[src/hw/dds_params.svh]
/*
 * constants of the synthesiser core: command codes, word fields,
 * control bit positions, reset values and lookup constants.
 * assumes it is included by bare name and compiled before the design.
 */
// Operation
// - phase lives in a 32-bit accumulator that wraps over one full cycle
// - full accumulator range is one cycle; output rate is step times clock over two to the 32nd
// - phase step comes from frequency word zero or one
// - accumulator keeps running when the selected frequency word changes
// - selected 12-bit phase offset adds to the accumulator top bits
// - four phase offset registers, each one part in 4096 of a cycle
// - top 12 bits of the adjusted phase address the sine table
// - table output is a 10-bit code; address has two extra bits
// - each serial write carries exactly sixteen bits
// - bits are taken on serial clock falling edges, first bit first
// - serial clock may run freely or idle high or low between frames
// - word splits into 4-bit command, 4-bit address, 8-bit data
// - select 0 uses frequency word zero, select 1 word one
// - two phase select bits index the offset, high bit upper
// - defer commands fill the holding register; direct ones also write
// - direct write copies holding into data, destination next clock edge
// - holding, data and select transfers follow the sixteenth edge
// - select source bit picks pins or bits; clear returns it to pins
`ifndef DDS_PARAMS_SVH
`define DDS_PARAMS_SVH

`define WORD_MSB         15
`define CMD_MSB          15
`define CMD_LSB          12
`define ADDR_MSB         11
`define ADDR_LSB         8
`define DATA_MSB         7
`define BIT_COUNT_LAST   4'hf

`define CMD_PHASE_DIRECT 4'h0
`define CMD_PHASE_DEFER  4'h1
`define CMD_FREQ_DIRECT  4'h2
`define CMD_FREQ_DEFER   4'h3
`define CMD_PHASE_SEL    4'h4
`define CMD_FREQ_SEL     4'h5
`define CMD_BOTH_SEL     4'h6
`define CMD_CTRL_TOP     2'h3

`define BIT_PSEL_LO      9
`define BIT_PSEL_HI      10
`define BIT_FSEL         11
`define BIT_CLEAR        12
`define BIT_SELECT_SOURCE       13

`define ADDR_PHASE_BIT   3
`define ADDR_WORD_BIT    2
`define ADDR_HALF_BIT    1
`define ADDR_BYTE_BIT    0

`define FREQ_RESET       32'h0000_0000
`define PHASE_RESET      12'h000
`define HOLD_RESET       16'h0000
`define ACC_RESET        32'h0000_0000
`define PHASE_TOP_LSB    20

`define LUT_SPAN         21'h00_07ff
`define LUT_MID          10'h200
`define LUT_MID_LO       10'h1ff
`define LUT_ADDR_ZERO    12'h000

`endif

[src/hw/dds_pkg.sv]
/*
 * types shared by the synthesiser core files.
 * assumes dds_params.svh supplies the numeric constants.
 */
package dds_pkg;
  typedef enum logic [1:0] {
    RX_IDLE  = 2'b00,
    RX_SHIFT = 2'b01,
    RX_HOLD  = 2'b11
  } rx_state_t;

  typedef logic [9:0]  dac_code_t;
  typedef logic [11:0] phase_t;
  typedef logic [31:0] freq_t;
endpackage

[src/hw/serial_word_if.sv]
/*
 * carries a received 16-bit serial word from the receiver to the core.
 * assumes both ends share one clock; valid is a one-cycle pulse.
 */
interface serial_word_if;
  logic [15:0] word;
  logic        valid;

  modport source (output word, output valid);
  modport sink   (input word, input valid);
endinterface

[src/hw/dds_nco_serial_load.sv]
/*
 * direct digital synthesis core with framed serial register load.
 * assumes serial pins and select pins are synchronous to clk_in (25 MHz)
 * and that the serial clock toggles slower than half of clk_in.
 */
`include "dds_params.svh"

module dds_nco_serial_load (
  input  wire logic        clk_in,
  input  wire logic        rst_in,
  input  wire logic        sclk_in,
  input  wire logic        frame_sync_n_in,
  input  wire logic        serial_data_in,
  input  wire logic        freq_word_select_in,
  input  wire logic        phase_sel_lo_in,
  input  wire logic        phase_sel_hi_in,
  output wire logic [9:0]  dac_code_out
);
  serial_word_if        rx_link ();

  dds_pkg::freq_t       frequency_word [2];
  dds_pkg::phase_t      phase_offset_n [4];
  logic [15:0]          holding;
  logic [15:0]          next_holding;
  logic [15:0]          data_reg;
  logic                 dest_pending;
  logic                 dest_is_freq;
  logic [3:0]           dest_addr;
  logic                 fsel_bit;
  logic [1:0]           psel_bits;
  logic                 select_source;
  dds_pkg::freq_t       acc;
  dds_pkg::freq_t       step;
  dds_pkg::phase_t      lut_addr;
  dds_pkg::dac_code_t   lut_code;

  logic [3:0]           cmd;
  logic [3:0]           addr;
  logic [7:0]           data;
  logic                 is_defer;
  logic                 is_direct;
  logic                 direct_ok;
  logic                 fsel_eff;
  logic [1:0]           psel_eff;
  logic                 ctrl_cmd;
  logic                 clear_control;

  serial_word_rx u_rx (
    .clk_in          (clk_in),
    .rst_in          (rst_in),
    .sclk_in         (sclk_in),
    .frame_sync_n_in (frame_sync_n_in),
    .serial_data_in  (serial_data_in),
    .link            (rx_link)
  );

  // word fields
  assign cmd  = rx_link.word[`CMD_MSB:`CMD_LSB];
  assign addr = rx_link.word[`ADDR_MSB:`ADDR_LSB];
  assign data = rx_link.word[`DATA_MSB:0];

  assign is_defer  = rx_link.valid &&
                     (cmd == `CMD_PHASE_DEFER || cmd == `CMD_FREQ_DEFER);
  assign is_direct = rx_link.valid &&
                     (cmd == `CMD_PHASE_DIRECT || cmd == `CMD_FREQ_DIRECT);
  // frequency commands reach addresses 0-7, phase commands 8-15
  assign direct_ok = (cmd == `CMD_FREQ_DIRECT) ? !addr[`ADDR_PHASE_BIT]
                                               : addr[`ADDR_PHASE_BIT];

  assign ctrl_cmd      = rx_link.valid &&
                         cmd[3:2] == `CMD_CTRL_TOP;
  assign clear_control = ctrl_cmd && rx_link.word[`BIT_CLEAR];

  // new byte merged into the held word, odd address takes the high byte
  always_comb begin
    next_holding = holding;
    if (addr[`ADDR_BYTE_BIT]) begin
      next_holding[15:8] = data;
    end else begin
      next_holding[7:0] = data;
    end
  end

  // holding register
  always_ff @(posedge clk_in or posedge rst_in) begin
    if (rst_in) begin
      holding <= `HOLD_RESET;
    end else if (is_defer || is_direct) begin
      holding <= next_holding;
    end
  end

  // data register and pending destination
  always_ff @(posedge clk_in or posedge rst_in) begin
    if (rst_in) begin
      data_reg     <= `HOLD_RESET;
      dest_pending <= 1'b0;
      dest_is_freq <= 1'b0;
      dest_addr    <= 4'h0;
    end else begin
      dest_pending <= 1'b0;
      if (is_direct && direct_ok) begin
        data_reg     <= next_holding;
        dest_pending <= 1'b1;
        dest_is_freq <= (cmd == `CMD_FREQ_DIRECT);
        dest_addr    <= addr;
      end
    end
  end

  // frequency words: address bit 2 picks the word, bit 1 the half
  always_ff @(posedge clk_in or posedge rst_in) begin
    if (rst_in) begin
      frequency_word[0] <= `FREQ_RESET;
      frequency_word[1] <= `FREQ_RESET;
    end else if (dest_pending && dest_is_freq) begin
      if (dest_addr[`ADDR_HALF_BIT]) begin
        frequency_word[dest_addr[`ADDR_WORD_BIT]][31:16] <= data_reg;
      end else begin
        frequency_word[dest_addr[`ADDR_WORD_BIT]][15:0] <= data_reg;
      end
    end
  end

  // phase offsets: address bits 2:1 pick the register
  always_ff @(posedge clk_in or posedge rst_in) begin
    if (rst_in) begin
      for (int i = 0; i < 4; i++) begin
        phase_offset_n[i] <= `PHASE_RESET;
      end
    end else if (dest_pending && !dest_is_freq) begin
      // upper nibble dropped; host keeps it zero
      phase_offset_n[dest_addr[2:1]] <= data_reg[11:0];
    end
  end

  // select bits written by the phase, frequency and both select commands
  always_ff @(posedge clk_in or posedge rst_in) begin
    if (rst_in) begin
      fsel_bit  <= 1'b0;
      psel_bits <= 2'b00;
    end else if (rx_link.valid) begin
      if (cmd == `CMD_PHASE_SEL || cmd == `CMD_BOTH_SEL) begin
        psel_bits <= {rx_link.word[`BIT_PSEL_HI],
                      rx_link.word[`BIT_PSEL_LO]};
      end
      if (cmd == `CMD_FREQ_SEL || cmd == `CMD_BOTH_SEL) begin
        fsel_bit <= rx_link.word[`BIT_FSEL];
      end
    end
  end

  // select source: set or cleared by a control word, clear forces pins
  always_ff @(posedge clk_in or posedge rst_in) begin
    if (rst_in) begin
      select_source <= 1'b0;
    end else if (clear_control) begin
      select_source <= 1'b0;
    end else if (ctrl_cmd) begin
      select_source <= rx_link.word[`BIT_SELECT_SOURCE];
    end
  end

  // pins or bits steer the selection
  assign fsel_eff = select_source ? fsel_bit
                                  : freq_word_select_in;
  assign psel_eff = select_source ? psel_bits
                                  : {phase_sel_hi_in,
                                     phase_sel_lo_in};

  assign step = frequency_word[fsel_eff];

  // accumulator: free running, wraps modulo two to the 32nd
  always_ff @(posedge clk_in or posedge rst_in) begin
    if (rst_in) begin
      acc <= `ACC_RESET;
    end else if (clear_control) begin
      acc <= `ACC_RESET;
    end else begin
      acc <= acc + step;
    end
  end

  // offset added to the top bits, then truncated to the table address
  assign lut_addr = acc[31:`PHASE_TOP_LSB] +
                    phase_offset_n[psel_eff];

  sine_lut u_lut (
    .clk_in   (clk_in),
    .rst_in   (rst_in),
    .addr_in  (lut_addr),
    .code_out (lut_code)
  );

  assign dac_code_out = lut_code;
endmodule

[src/hw/serial_word_rx.sv]
/*
 * framed serial word receiver, sampled on the master clock.
 * assumes serial pins are synchronous to clk_in and slower than it.
 */
`include "dds_params.svh"

module serial_word_rx (
  input  wire logic        clk_in,
  input  wire logic        rst_in,
  input  wire logic        sclk_in,
  input  wire logic        frame_sync_n_in,
  input  wire logic        serial_data_in,
  serial_word_if.source    link
);
  logic                sclk_prev;
  logic                sclk_fall;
  logic [3:0]          count;
  logic [15:0]         shift;
  dds_pkg::rx_state_t  state;

  // edge found from the last sample, whatever the idle level
  always_ff @(posedge clk_in or posedge rst_in) begin
    if (rst_in) begin
      sclk_prev <= 1'b0;
    end else begin
      sclk_prev <= sclk_in;
    end
  end

  assign sclk_fall = sclk_prev & ~sclk_in;

  always_ff @(posedge clk_in or posedge rst_in) begin
    if (rst_in) begin
      state <= dds_pkg::RX_IDLE;
      count <= 4'h0;
      shift <= `HOLD_RESET;
    end else if (frame_sync_n_in) begin
      state <= dds_pkg::RX_IDLE;
      count <= 4'h0;
    end else begin
      case (state)
        dds_pkg::RX_IDLE, dds_pkg::RX_SHIFT: begin
          if (sclk_fall) begin
            shift <= {shift[14:0], serial_data_in};
            count <= count + 4'h1;
            state <= (count == `BIT_COUNT_LAST) ? dds_pkg::RX_HOLD
                                                : dds_pkg::RX_SHIFT;
          end
        end
        dds_pkg::RX_HOLD: begin
          state <= dds_pkg::RX_HOLD;
        end
        default: begin
          state <= dds_pkg::RX_IDLE;
        end
      endcase
    end
  end

  // word handed over on the sixteenth falling edge
  always_ff @(posedge clk_in or posedge rst_in) begin
    if (rst_in) begin
      link.valid <= 1'b0;
      link.word  <= `HOLD_RESET;
    end else begin
      link.valid <= 1'b0;
      if (!frame_sync_n_in && sclk_fall && state != dds_pkg::RX_HOLD &&
          count == `BIT_COUNT_LAST) begin
        link.valid <= 1'b1;
        link.word  <= {shift[14:0], serial_data_in};
      end
    end
  end
endmodule

[src/hw/sine_lut.sv]
/*
 * sine amplitude table: 12-bit phase in, registered 10-bit code out.
 * assumes offset binary output; quarter wave folded with a parabola.
 */
`include "dds_params.svh"

module sine_lut (
  input  wire logic               clk_in,
  input  wire logic               rst_in,
  input  wire dds_pkg::phase_t    addr_in,
  output dds_pkg::dac_code_t      code_out
);
  logic [9:0]  fold;
  logic [20:0] prod;
  logic [8:0]  half;

  // second and fourth quarters read the quarter wave backwards
  assign fold = addr_in[10] ? ~addr_in[9:0] : addr_in[9:0];
  assign prod = 21'(fold) * (`LUT_SPAN - 21'(fold));
  assign half = prod[19:11];

  always_ff @(posedge clk_in or posedge rst_in) begin
    if (rst_in) begin
      code_out <= `LUT_MID;
    end else if (addr_in[11]) begin
      code_out <= `LUT_MID_LO - {1'b0, half};
    end else begin
      code_out <= `LUT_MID + {1'b0, half};
    end
  end
endmodule

[config.mk]
export PLATFORM = sky130hd
export DESIGN_NAME = dds_nco_serial_load
export DESIGN_NICKNAME = d
export VERILOG_FILES = /design/src/hw/dds_pkg.sv /design/src/hw/serial_word_if.sv /design/src/hw/dds_nco_serial_load.sv /design/src/hw/serial_word_rx.sv /design/src/hw/sine_lut.sv
export VERILOG_INCLUDE_DIRS = /design/src /design/src/hw
export SDC_FILE = /design/constraint.sdc
export NUM_CORES = 1
export LEC_CHECK = 0
export ABC_CLOCK_PERIOD_IN_PS = 28400
export BUFFER_PORTS_ARGS = -buffer_cell sky130_fd_sc_hd__buf_2
export CAP_MARGIN = 20
export CORE_UTILIZATION = 45
export CTS_CLUSTER_SIZE = 14
export DETAILED_ROUTE_END_ITERATION = 6
export PLACE_DENSITY = 0.65
export SYNTH_ARGS = -nofsm -noshare
export SYNTH_HDL_FRONTEND = slang
export SYNTH_SLANG_ARGS = --single-unit
[constraint.sdc]
create_clock -name clk_in -period 28.4 [get_ports clk_in]
set_input_delay 5.68 -clock clk_in [delete_from_list [all_inputs] [get_ports clk_in]]
set_output_delay 5.68 -clock clk_in [all_outputs]
set_load 0.01 [all_outputs]
### Word-level counts from Yosys, hierarchy flattened

Index checks and enable logic that the tools add are counted.

* bits in registers: 234
* bits of input ports: 8
* output and inout port bits: 10
* logic and storage cells: 120

* add/subtract/negate cells: 6
* $mul: 1
* order comparisons: 6
* equal/unequal tests: 12
* mux-type cells: 35
* bitwise logic cells: 8
* reduce and logical (&&, ||, !) cells: 30

Operator list (number)
* $mux W32: 5
* $bwmux W64: 2
* $demux W32 S1: 2
* $mux W64: 1
* $bwmux W48: 1
* $mux W12: 3
* $add A32 B32 Y32: 1
* $bmux W12 S2: 1
* $demux W12 S2: 1
* $mul A10 B21 Y20: 1
* $mux W10: 2
* $mux W16: 1
* $mux W8: 2
* $add A12 B12 Y12: 1
* $eq A4 B3 Y1 const B: 3
* $logic_and A1 B1 Y1: 12
* $mux W4: 3
* $sub A11 B10 Y12 const A: 1
* $add A10 B9 Y10 const A: 1
* $not A10 Y10: 1
* $sub A9 B9 Y10 const A: 1
* $eq A4 B2 Y1 const B: 2
* $mux W2: 4
* $ge A3 B3 Y1 const B: 2
* 24 further kinds: 44

### Depth between registers and ports, before layout

Gate-level depths: netlist of run 1.

* word-level depth: 12
* depth in mapped cells: 33

### Cells and area by module

A second synthesis of run 1 with hierarchy kept.

* cell total of the unflattened synthesis: 1362
* area total of the unflattened synthesis: 15095.7 µm²

By module, submodules not included
* dds_nco_serial_load: instances 1, cells an instance 832, area each 9844.4 µm², sequential area each 4604.4 µm²
* sine_lut: instances 1, cells an instance 433, area each 3703.6 µm², sequential area each 251.5 µm²
* serial_word_rx: instances 1, cells an instance 97, area each 1547.7 µm², sequential area each 975.9 µm²

### Worst setup path after synthesis of run 1

Ideal clock, no wire load.

* kind: input port to flip-flop
* start point: input phase_sel_lo_in
* end point: register u_lut.code_out[8]
* library setup time: 134 ps
* arrival time: 14134 ps
* required time: 28266 ps
* path slack: 14133 ps
* cell stages on the path: 30
* path buffers: 3
* cells stage by stage: mux2i_2 -> buf_1 -> mux4_2 -> ha_1 -> fa_1 -> a21oi_1 -> o2111ai_2 -> and2_1 -> o211ai_1 -> buf_4 -> xor2_1 -> clkbuf_1 -> nor2_1 -> fa_1 -> inv_1 -> fa_1 -> inv_1 -> fa_1 -> fa_1 -> inv_1 -> fa_1 -> inv_1 -> ha_1 -> a21o_1 -> or4_1 -> a21oi_1 -> nor3_1 -> o311ai_0 -> a21oi_1 -> xnor3_1

* longest elaborated chain between the ends: 12

RTL lines
* start: declaration: line dds_nco_serial_load.sv:15 `input wire logic phase_sel_lo_in,`
* $mux W2 (*): line dds_nco_serial_load.sv:167 `assign psel_eff = select_source ? psel_bits`
* $not A2 Y3 (implied by the code) (*): line dds_nco_serial_load.sv:186 `phase_offset_n[psel_eff];`
* $bmux W12 S2 (*): line dds_nco_serial_load.sv:186
* $mux W12 (implied by the code) (*) (2 in series): line dds_nco_serial_load.sv:186
* $add A12 B12 Y12 (*): line dds_nco_serial_load.sv:185 `` assign lut_addr = acc[31:`PHASE_TOP_LSB] + ``
* $not A10 Y10: line sine_lut.sv:18 `assign fold = addr_in[10] ? ~addr_in[9:0] : addr_in[9:0];`
* $mux W10: line sine_lut.sv:18
* $sub A11 B10 Y12 (no source line)
* $mul A10 B21 Y20: line sine_lut.sv:19 `` assign prod = 21'(fold) * (`LUT_SPAN - 21'(fold)); ``
* $add A10 B9 Y10 (no source line) / $sub A9 B9 Y10 (equally long branches)
* $mux W10 (*): line sine_lut.sv:25 `end else if (addr_in[11]) begin`
* end signal: assignment: line sine_lut.sv:24 `` code_out <= `LUT_MID; ``
* end signal: assignment: line sine_lut.sv:26 `` code_out <= `LUT_MID_LO - {1'b0, half}; ``
* end signal: assignment: line sine_lut.sv:28 `` code_out <= `LUT_MID + {1'b0, half}; ``
* end: declaration: line sine_lut.sv:11 `output dds_pkg::dac_code_t code_out`

Every way passes the cells marked *; elsewhere a longest branch is shown, timed or not. The select of a mux whose other input is x is not followed.
A chain may end at the register's enable or synchronous reset.

### Worst setup path in the final report of run 1

Same ends and word-level chain as after synthesis.

==> results summary, run 1 <==
Among all flip-flop cells after synthesis, the most frequent one is sky130_fd_sc_hd__dfrtp_1. The first-iteration detailed-routing DRC count came out at between 500 and 600. The global-route wire length before repair came out at between 50000 and 60000 um. The share of the clock period used by the worst path after layout is 52.1%. The critical path is of the in -> reg type. The final design instance area without fill is roughly 16000 um^2. The sequential-to-total area share from yosys stat came out at roughly two fifths. In this run the post-CTS setup repair buffer count came out at 0. STA classifies the critical path endpoint as a flip-flop. The ratio of routed vias to standard cells came out at roughly 5.4. The starting density of the core came out at a little under half. The synthesized design contains 0 enable-type register cells.

The source-to-sink clock delay at the later pin of the worst-skew pair is roughly 0.54 ns. The post-synthesis register bit count came out at around 230. The critical path's most frequent cell is sky130_fd_sc_hd__fa_1. The peak fanout along the critical path came out at 12. The number of antenna violations at the first check in global routing is 0. The number of remaining DRC errors came out at 0. The floorplan step set the die width to 182 um. Data on the critical path arrives at its endpoint at roughly 15 ns. Row generation in the floorplan step produced 65 rows. A synthesized cell averages 10.9 um^2. 18 I/O pins were placed. In this run the critical register-to-register path is launched from select_source$_DFFE_PP0P_. The first element of the critical path is phase_sel_lo_in.

The total power after layout came out at roughly 700 uW. The fraction of post-synthesis cell area in the top cell type by area is 39.8%. The synthesis-to-layout area growth came out at 9.87%. The global placer's final weighted congestion came out at around 0.88. For the pin with the worst max-slew slack, the measured transition is about 1.1 ns. Sorting the synthesized cells by area gives the leading types as sky130_fd_sc_hd__dfrtp_1 40%, sky130_fd_sc_hd__mux2_2 14%, sky130_fd_sc_hd__ha_1 8.8%. The headroom to the max-slew limit came out at 29.2%. The synthesized netlist net count came out at 1507.

The total standard cell area after synthesis came out at between 10000 and 15000 um^2. The sink count of the clock tree is between 200 and 250. The final total negative setup slack is 0 ns. In this run, post-CTS repair resized a total of 0 instances. The critical path required time is slightly below 30 ns. The type of the tightest min-delay check is reg -> reg.

The synthesized design spends more area on one cell type than any other, namely sky130_fd_sc_hd__dfrtp_1. Clock skew on the completed layout was measured at around 0.017 ns. The post-CTS clock slew at the launch and capture registers of the worst setup and hold paths is 0.06 ns. The placed wire-length estimate after detailed placement is roughly 22000 um. The fraction of final layout cells with drive strength greater than 1 is 20.8%.

The total global-route track usage came out at 18.9%. The post-detailed-placement cell area is ~15000 um^2. The register with the most flip-flops in the final layout is frequency_word. The net count of the finished layout is 1516. The pre-antenna-repair detailed-routing pass consisted of 7 iterations.

The final count of pins violating max slew came out at 0. The placeable core region is 31700 um^2. The number of flip-flops in the largest register is 64. The flow ran to the end, and the final reports show no timing, DRC or antenna violations. The sum of routed wire length over all layers came out at roughly 30000 um. The highest achievable clock rate is just under 0.07 GHz.

The die covers 33200 um^2. After layout, the minimum clock period comes to roughly 15 ns. For this design, the slowest cell found on the critical path is sky130_fd_sc_hd__o211ai_1.

The number of distinct library cell variants in the gate-level netlist after synthesis is 64. Buffers inserted during clock tree synthesis total 25. The largest single stage delay on the critical path is approximately 0.85 ns. For this design, the CTS-stage hold fixing added 0 buffers. STA classifies the critical path startpoint as an input port. The via count is 9625. Across the run, the number of max-cap violations was 0. The number of cells produced by synthesis is ~1300. Setup repair after global routing left no endpoint under its margin. The power density normalized to cell area came out at approximately 44 nW/um^2. Summed over all cells, the static leakage comes to between 0.008 and 0.009 uW. The largest registers in the layout are frequency_word x64, phase_offset_n x48, acc x32. The largest net degree at the start of global routing came out at 101. The commonest cells after synthesis are 232 x sky130_fd_sc_hd__dfrtp_1, 177 x sky130_fd_sc_hd__mux2_2, 135 x sky130_fd_sc_hd__nand2_1. The count of antenna-violating nets left after detailed routing is 0. The via count of the first global-routing pass is ~10000. In this run the most critical hold path is launched from u_rx.shift[14]$_DFFE_PP0P_. The highest ir drop seen on vdd came out at between 0.04 and 0.05 mV. Yosys instantiated no cell more often than sky130_fd_sc_hd__dfrtp_1. The repair_antennas step left the layout with diodes totalling 0. The routed length per instance came out at around 17 um. The post-route worst hold slack is roughly 0.47 ns. The number of hold violations in the final report is 0. The cell sitting at the root of the clock tree is a sky130_fd_sc_hd__clkbuf_16.

The number of buffer cells added on primary ports is 17. The die extent in y is roughly 180 um. The total grt overflow came out at 0. The H-tree depth reported by CTS is 1. The final setup violation count came out at 0. The maximum number of buffers from clock root to sink came out at 3. The number of warnings issued by yosys came out at 0. TritonCTS built the clock tree. The async set-reset flop share out of synthesis came out at 100%.
## critical path, delay by kind of cell
kind	cells	cell delay (ns)
fa+ha+maj	8	3.43
compound gates	7	2.36
xor+xnor	2	1.21
simple gates	4	0.97
buf+inv	6	0.84
mux	2	0.68
## cells in the final DEF (no fill, tap or decap), types with 4 or more instances in the layout
master / netlist / layout
sky130_fd_sc_hd__dfrtp_1: 232 / 232
sky130_fd_sc_hd__mux2_2: 177 / 177
sky130_fd_sc_hd__nand2_1: 135 / 135
sky130_fd_sc_hd__nor2_1: 112 / 111
sky130_fd_sc_hd__ha_1: 103 / 103
sky130_fd_sc_hd__inv_1: 93 / 92
sky130_fd_sc_hd__fa_1: 59 / 59
sky130_fd_sc_hd__o21ai_0: 41 / 41
sky130_fd_sc_hd__xnor2_1: 39 / 39
sky130_fd_sc_hd__a21oi_1: 39 / 39
sky130_fd_sc_hd__clkbuf_16: 0 / 25
sky130_fd_sc_hd__nor3_1: 24 / 23
sky130_fd_sc_hd__a21o_1: 22 / 22
sky130_fd_sc_hd__mux2i_1: 22 / 21
sky130_fd_sc_hd__nand3_1: 20 / 20
sky130_fd_sc_hd__buf_2: 1 / 17
sky130_fd_sc_hd__xor2_1: 16 / 16
sky130_fd_sc_hd__buf_4: 1 / 14
sky130_fd_sc_hd__o211ai_1: 12 / 12
sky130_fd_sc_hd__mux4_2: 12 / 12
sky130_fd_sc_hd__or3_1: 10 / 10
sky130_fd_sc_hd__nor2b_1: 9 / 9
sky130_fd_sc_hd__nand4_1: 9 / 9
sky130_fd_sc_hd__nand2b_1: 8 / 8
sky130_fd_sc_hd__o21a_1: 8 / 8
sky130_fd_sc_hd__and2_1: 7 / 7
sky130_fd_sc_hd__a211oi_1: 7 / 7
sky130_fd_sc_hd__and3_1: 7 / 7
sky130_fd_sc_hd__clkbuf_8: 0 / 7
sky130_fd_sc_hd__a2111oi_0: 5 / 5
sky130_fd_sc_hd__a31oi_1: 5 / 5
sky130_fd_sc_hd__clkinv_2: 0 / 5
sky130_fd_sc_hd__o31ai_1: 4 / 4
## final cells by class
type	instances	area, um^2
Clock buffer	35	733
Clock inverter	11	151
Fill cell	2819	15700
Inverter	96	368
Multi-Input combinational cell	957	8240
Sequential cell	233	5830
Tap cell	402	503
Timing Repair Buffer	33	213
## per-layer routing
metal | up-vias | GRT usage [%] | wire length (um)
met4 | 0 | 5.04 | 731
met2 | 171 | 32.1 | 14400
met1 | 4763 | 25.7 | 13800
met3 | 44 | 2.29 | 976
met5 | - | 0 | 0
li1 | 4647 | - | -
## cell families after synthesis
group | share of synthesized area, %
compound gates | 7.39
simple gates | 11.0
fa+ha+maj | 16.9
buf+inv | 3.81
xor+xnor | 3.87
mux | 17.1
flops | 39.9
## report_power, final
group,internal (uW),leakage [uW],switching (uW)
clock network,209,0.000438,139
registers,338,0.00323,4.15
logic,7.09,0.00484,10.7
## metrics by stage
stage / util (%) / worst slack, ns / std cells
final: 50.6 / 13.60 / 1767
after global routing: 50.6 / 13.05 / 1767
after CTS: 50.5 / 13.58 / 1765
after detailed placement: 47.7 / 13.03 / 1719
after global placement: 47.7 / 13.23 / 1718
after floorplan: - / 14.13 / 1337
## final timing paths
kind | endpoint | slack (ns) | cells past startpoint
max | u_lut.code_out[8]$_DFF_PP0_ | 13.60 | 29
min | u_rx.link.word[15]$_DFFE_PP0P_ | 0.47 | 2
max reg2reg | u_lut.code_out[8]$_DFF_PP0_ | 18.25 | 28
min reg2reg | u_rx.link.word[15]$_DFFE_PP0P_ | 0.47 | 2
max in group asynchronous | u_lut.code_out[4]$_DFF_PP0_ | 21.63 | 3
min in group asynchronous | u_rx.state[0]$_DFFE_PP0P_ | 5.25 | 2
No activity file was read; power rests on OpenSTA's default activity.
==> run 2, diff against run 1 <==
--- a/config.mk
+++ b/config.mk
@@ -6,13 +6,13 @@
 export SDC_FILE = /design/constraint.sdc
 export NUM_CORES = 1
 export LEC_CHECK = 0
-export ABC_CLOCK_PERIOD_IN_PS = 28400
+export ABC_CLOCK_PERIOD_IN_PS = 13400
 export BUFFER_PORTS_ARGS = -buffer_cell sky130_fd_sc_hd__buf_2
 export CAP_MARGIN = 20
 export CORE_UTILIZATION = 45
 export CTS_CLUSTER_SIZE = 14
 export DETAILED_ROUTE_END_ITERATION = 6
-export PLACE_DENSITY = 0.65
+export PLACE_DENSITY = 0.67
 export SYNTH_ARGS = -nofsm -noshare
 export SYNTH_HDL_FRONTEND = slang
 export SYNTH_SLANG_ARGS = --single-unit
==> constraint.sdc (replaced) <==
create_clock -name clk_in -period 13.4 [get_ports clk_in]
set_input_delay 2.68 -clock clk_in [delete_from_list [all_inputs] [get_ports clk_in]]
set_output_delay 2.68 -clock clk_in [all_outputs]
set_load 0.01 [all_outputs]
==> run 2 against run 1 <==
  * Clock skew increased by 0.014 ns
  * Non-clock buffer count rose by 1
  * Sequential share of layout area rose by 0.15 points
  * Final cell count unchanged
  * Critical path type unchanged
  * Flip-flop and latch count unchanged
  * Global-route usage fell by 0.26 points
==> results summary, run 2 (synthesis gave the netlist of run 1 again) <==
The worst reg-to-reg path cell count came out at 28 (unchanged). The slew at the pin with the worst max-slew slack is 1.03 ns (was 1.06 ns). The element type at the critical path start is an input port (unchanged). The placeable core region is 31700 um^2 (unchanged).

The number of remaining DRC errors is 0 (unchanged). The setup fix buffers added after clock tree synthesis came out at 0 (unchanged). The worst-path cell with the longest stage delay was sky130_fd_sc_hd__xnor2_1 (was sky130_fd_sc_hd__o211ai_1). The final design instance area without fill is 16000 um^2 (about the same).

The arrival time of the worst setup path was 12.09 ns (was 15.21 ns). The sink count of the clock tree came out at 233 (unchanged). The worst reg2reg path endpoint is u_lut.code_out[8]$_DFF_PP0_ (unchanged). The first-iteration detailed-routing DRC count is 479 (was 539).

The number of flip-flops in the largest register is 64 (unchanged). The register area is 5830 um^2 (unchanged). The number of antenna diodes is 0 (unchanged). The quantity of hold-fixing buffers added after cts came out at 0 (unchanged). The final setup violation count is 0 (unchanged). The placed wire-length estimate after detailed placement is 21500 um (was 21600 um). The most common cell after layout, fill and taps aside was sky130_fd_sc_hd__dfrtp_1 (unchanged).

Most frequent cells in the layout: 232 x sky130_fd_sc_hd__dfrtp_1, 177 x sky130_fd_sc_hd__mux2_2, 135 x sky130_fd_sc_hd__nand2_1, 111 x sky130_fd_sc_hd__nor2_1, 103 x sky130_fd_sc_hd__ha_1 (unchanged). The sum of routed wire length over all layers is 29900 um (was 30000 um). The total of max-cap violations came out at 0 (unchanged).

The number of nets at the end of the flow is 1518 (was 1516). The delay of the slowest critical-path stage came out at 0.83 ns (was 0.85 ns). The number of antenna violations at the first check in global routing came out at 0 (unchanged). Setup repair after global routing missed its margin: false (unchanged).

The largest net degree at the start of global routing came out at 86 (was 101). The source-to-sink clock delay at the later pin of the worst-skew pair came out at 0.55 ns (was 0.54 ns). The leakage dissipation is 0.00846 uW (was 0.00851 uW). The number of hold violations in the final report came out at 0 (unchanged).

The number of core rows came out at 65 (unchanged). The power density normalized to cell area came out at 90.1 nW/um^2 (was 44.1 nW/um^2). The H-tree depth reported by CTS is 1 (unchanged). The multi-input logic area came out at 8240 um^2 (unchanged).

The end point of the critical path is u_lut.code_out[8]$_DFF_PP0_ (unchanged). The start point of the worst min-delay path was u_rx.shift[14]$_DFFE_PP0P_ (unchanged). The setup clock skew after layout was 0.0308 ns (was 0.0171 ns). The maximum number of buffers from clock root to sink is 3 (unchanged). The critical path start-end classification is in -> reg (unchanged). The TritonCTS buffer count came out at 26 (was 25). The critical register-to-register path startpoint is select_source$_DFFE_PP0P_ (unchanged).

The via count was 9565 (was 9625). The first element of the critical path was phase_sel_lo_in (unchanged). The via count of the first global-routing pass came out at 9580 (was 9780).

The critical path required time is 13.81 ns (was 28.81 ns). The total power after layout is 1440 uW (was 707 uW). Outcome: complete, no violations (unchanged).

The type of element capturing the critical path is a flip-flop (unchanged). The synthesis-to-layout area growth was 9.41% (was 9.87%). The final total negative setup slack was 0 ns (unchanged). The minimum period implied by the final worst setup slack came out at approximately 12 ns. The fraction of final layout cells with drive strength greater than 1 is 20.6% (was 20.8%). The final count of pins violating max slew came out at 0 (unchanged). The routed length per instance is 16.9 um (was 17.0 um).

The peak fanout along the critical path is 12 (unchanged). The area enclosed by the die boundary is 33200 um^2 (unchanged). The number of gates resized after cts is 0 (unchanged). The post-detailed-placement cell area was 15100 um^2 (about the same).

The highest ir drop seen on vdd is 0.100 mV (was 0.0467 mV). The setup slack at placement is 1.17 ns (was 13.03 ns). Regs by FF count: frequency_word x64, phase_offset_n x48, acc x32 (unchanged).

The count of fill cells added during filler insertion came out at 2835 (was 2819). The post-CTS clock slew at the launch and capture registers of the worst setup and hold paths came to 0.06 ns (about the same). The starting density of the core is 46.0% (unchanged). The root buffer cell is sky130_fd_sc_hd__clkbuf_16 (unchanged). The top-level I/O count came out at 18 (unchanged). The clock tree from TritonCTS is yes (unchanged). The chip width is 182 um (unchanged).

The type of the tightest min-delay check is reg -> reg (unchanged). The die extent in y came to 182 um (unchanged). Derived from the worst setup path, the maximum achievable clock frequency is between 0.08 and 0.09 GHz.

The slack of the worst reg-to-reg path was 3.33 ns (was 18.25 ns). The worst path setup slack after routing was 1.71 ns (was 13.60 ns). The ratio of routed vias to standard cells came out at 5.41 (was 5.45). The first-pass iteration count of the detailed router is 7 (unchanged). The global placer's final weighted congestion came out at 0.885 (was 0.877). The total global-route track usage came out at 18.7% (was 18.9%).

The global-route wire length before repair is 50000 um (was 50400 um). The most flop-heavy register is frequency_word (unchanged). The headroom to the max-slew limit came out at 30.6% (was 29.2%). The number of buffer cells added on primary ports is 17 (unchanged). The total grt overflow is 0 (unchanged). The core utilization of the finished layout is 50.4% (was 50.6%). The count of antenna-violating nets left after detailed routing is 0 (unchanged). The depth of the worst hold-timing path came out at 2 (unchanged). The share of the clock period used by the worst path after layout is roughly 87%. The critical path's most frequent cell was sky130_fd_sc_hd__fa_1 (unchanged).
## run 2: cell count changes in the layout (fill, tap and decap cells not counted), sizes merged
cell,change
inv,-1
clkinvlp,+3
clkinv,+1
bufinv,-2
buf,+1
clkbuf,-2
## run 2: per-layer routing
metal | share of wire, % | up-vias | wire [um] | global-route usage, %
li1 | - | 4641 | - | -
met1 | 47 | 4734 | 14000 | 25.7
met2 | 48 | 141 | 14300 | 31.7
met3 | 2.8 | 49 | 822 | 1.84
met4 | 2.3 | 0 | 685 | 4.67
met5 | 0 | - | 0 | 0
## run 2: power by group
part	switching [uW]	internal (uW)	leakage, uW	total (uW)
registers	8.18	716	0.00323	724
clock network	293	385	0.000386	678
logic	22.4	15.0	0.00485	37.4
total	324	1120	0.00846	1440
## run 2: final cells by class
class,instances,share of cell area [%]
clock buffer,33,4.30
multi-input combinational,957,51.6
clock inverter,12,0.791
timing repair buffer,34,1.36
tap,402,3.15
inverter,96,2.30
sequential,233,36.5
## run 2: how the worst min path moves through the flow
| stage | end | slack [ns] |
|---|---|---|
| 2_1_floorplan | u_rx.link.word[15]$_DFFE_PP0P_ | 0.43 |
| 3_3_place_gp | u_rx.link.word[15]$_DFFE_PP0P_ | 0.45 |
| 3_5_place_dp | u_rx.link.word[15]$_DFFE_PP0P_ | 0.47 |
| 4_1_cts | u_rx.link.word[15]$_DFFE_PP0P_ | 0.49 |
| 6_report | u_rx.link.word[15]$_DFFE_PP0P_ | 0.48 |
| 5_1_grt | frequency_word[25]$_DFFE_PP0P_ | 0.51 |
## run 2: critical path, delay by kind of cell
kind	cells	cell delay, ns
muxes	2	1.14
adders and majority gates	7	3.05
AOI/OAI and AO/OA	7	1.68
xor gates and xnor gates	2	1.20
buffers and inverters	7	1.30
and+or+nand+nor	4	1.02
## run 2: metrics by stage
stage          std cells  hold slack, ns
5_1_grt             1767           0.508
4_1_cts             1765           0.487
6_report            1767           0.477
2_1_floorplan       1337           0.435
3_3_place_gp        1720           0.453
3_5_place_dp        1720           0.471
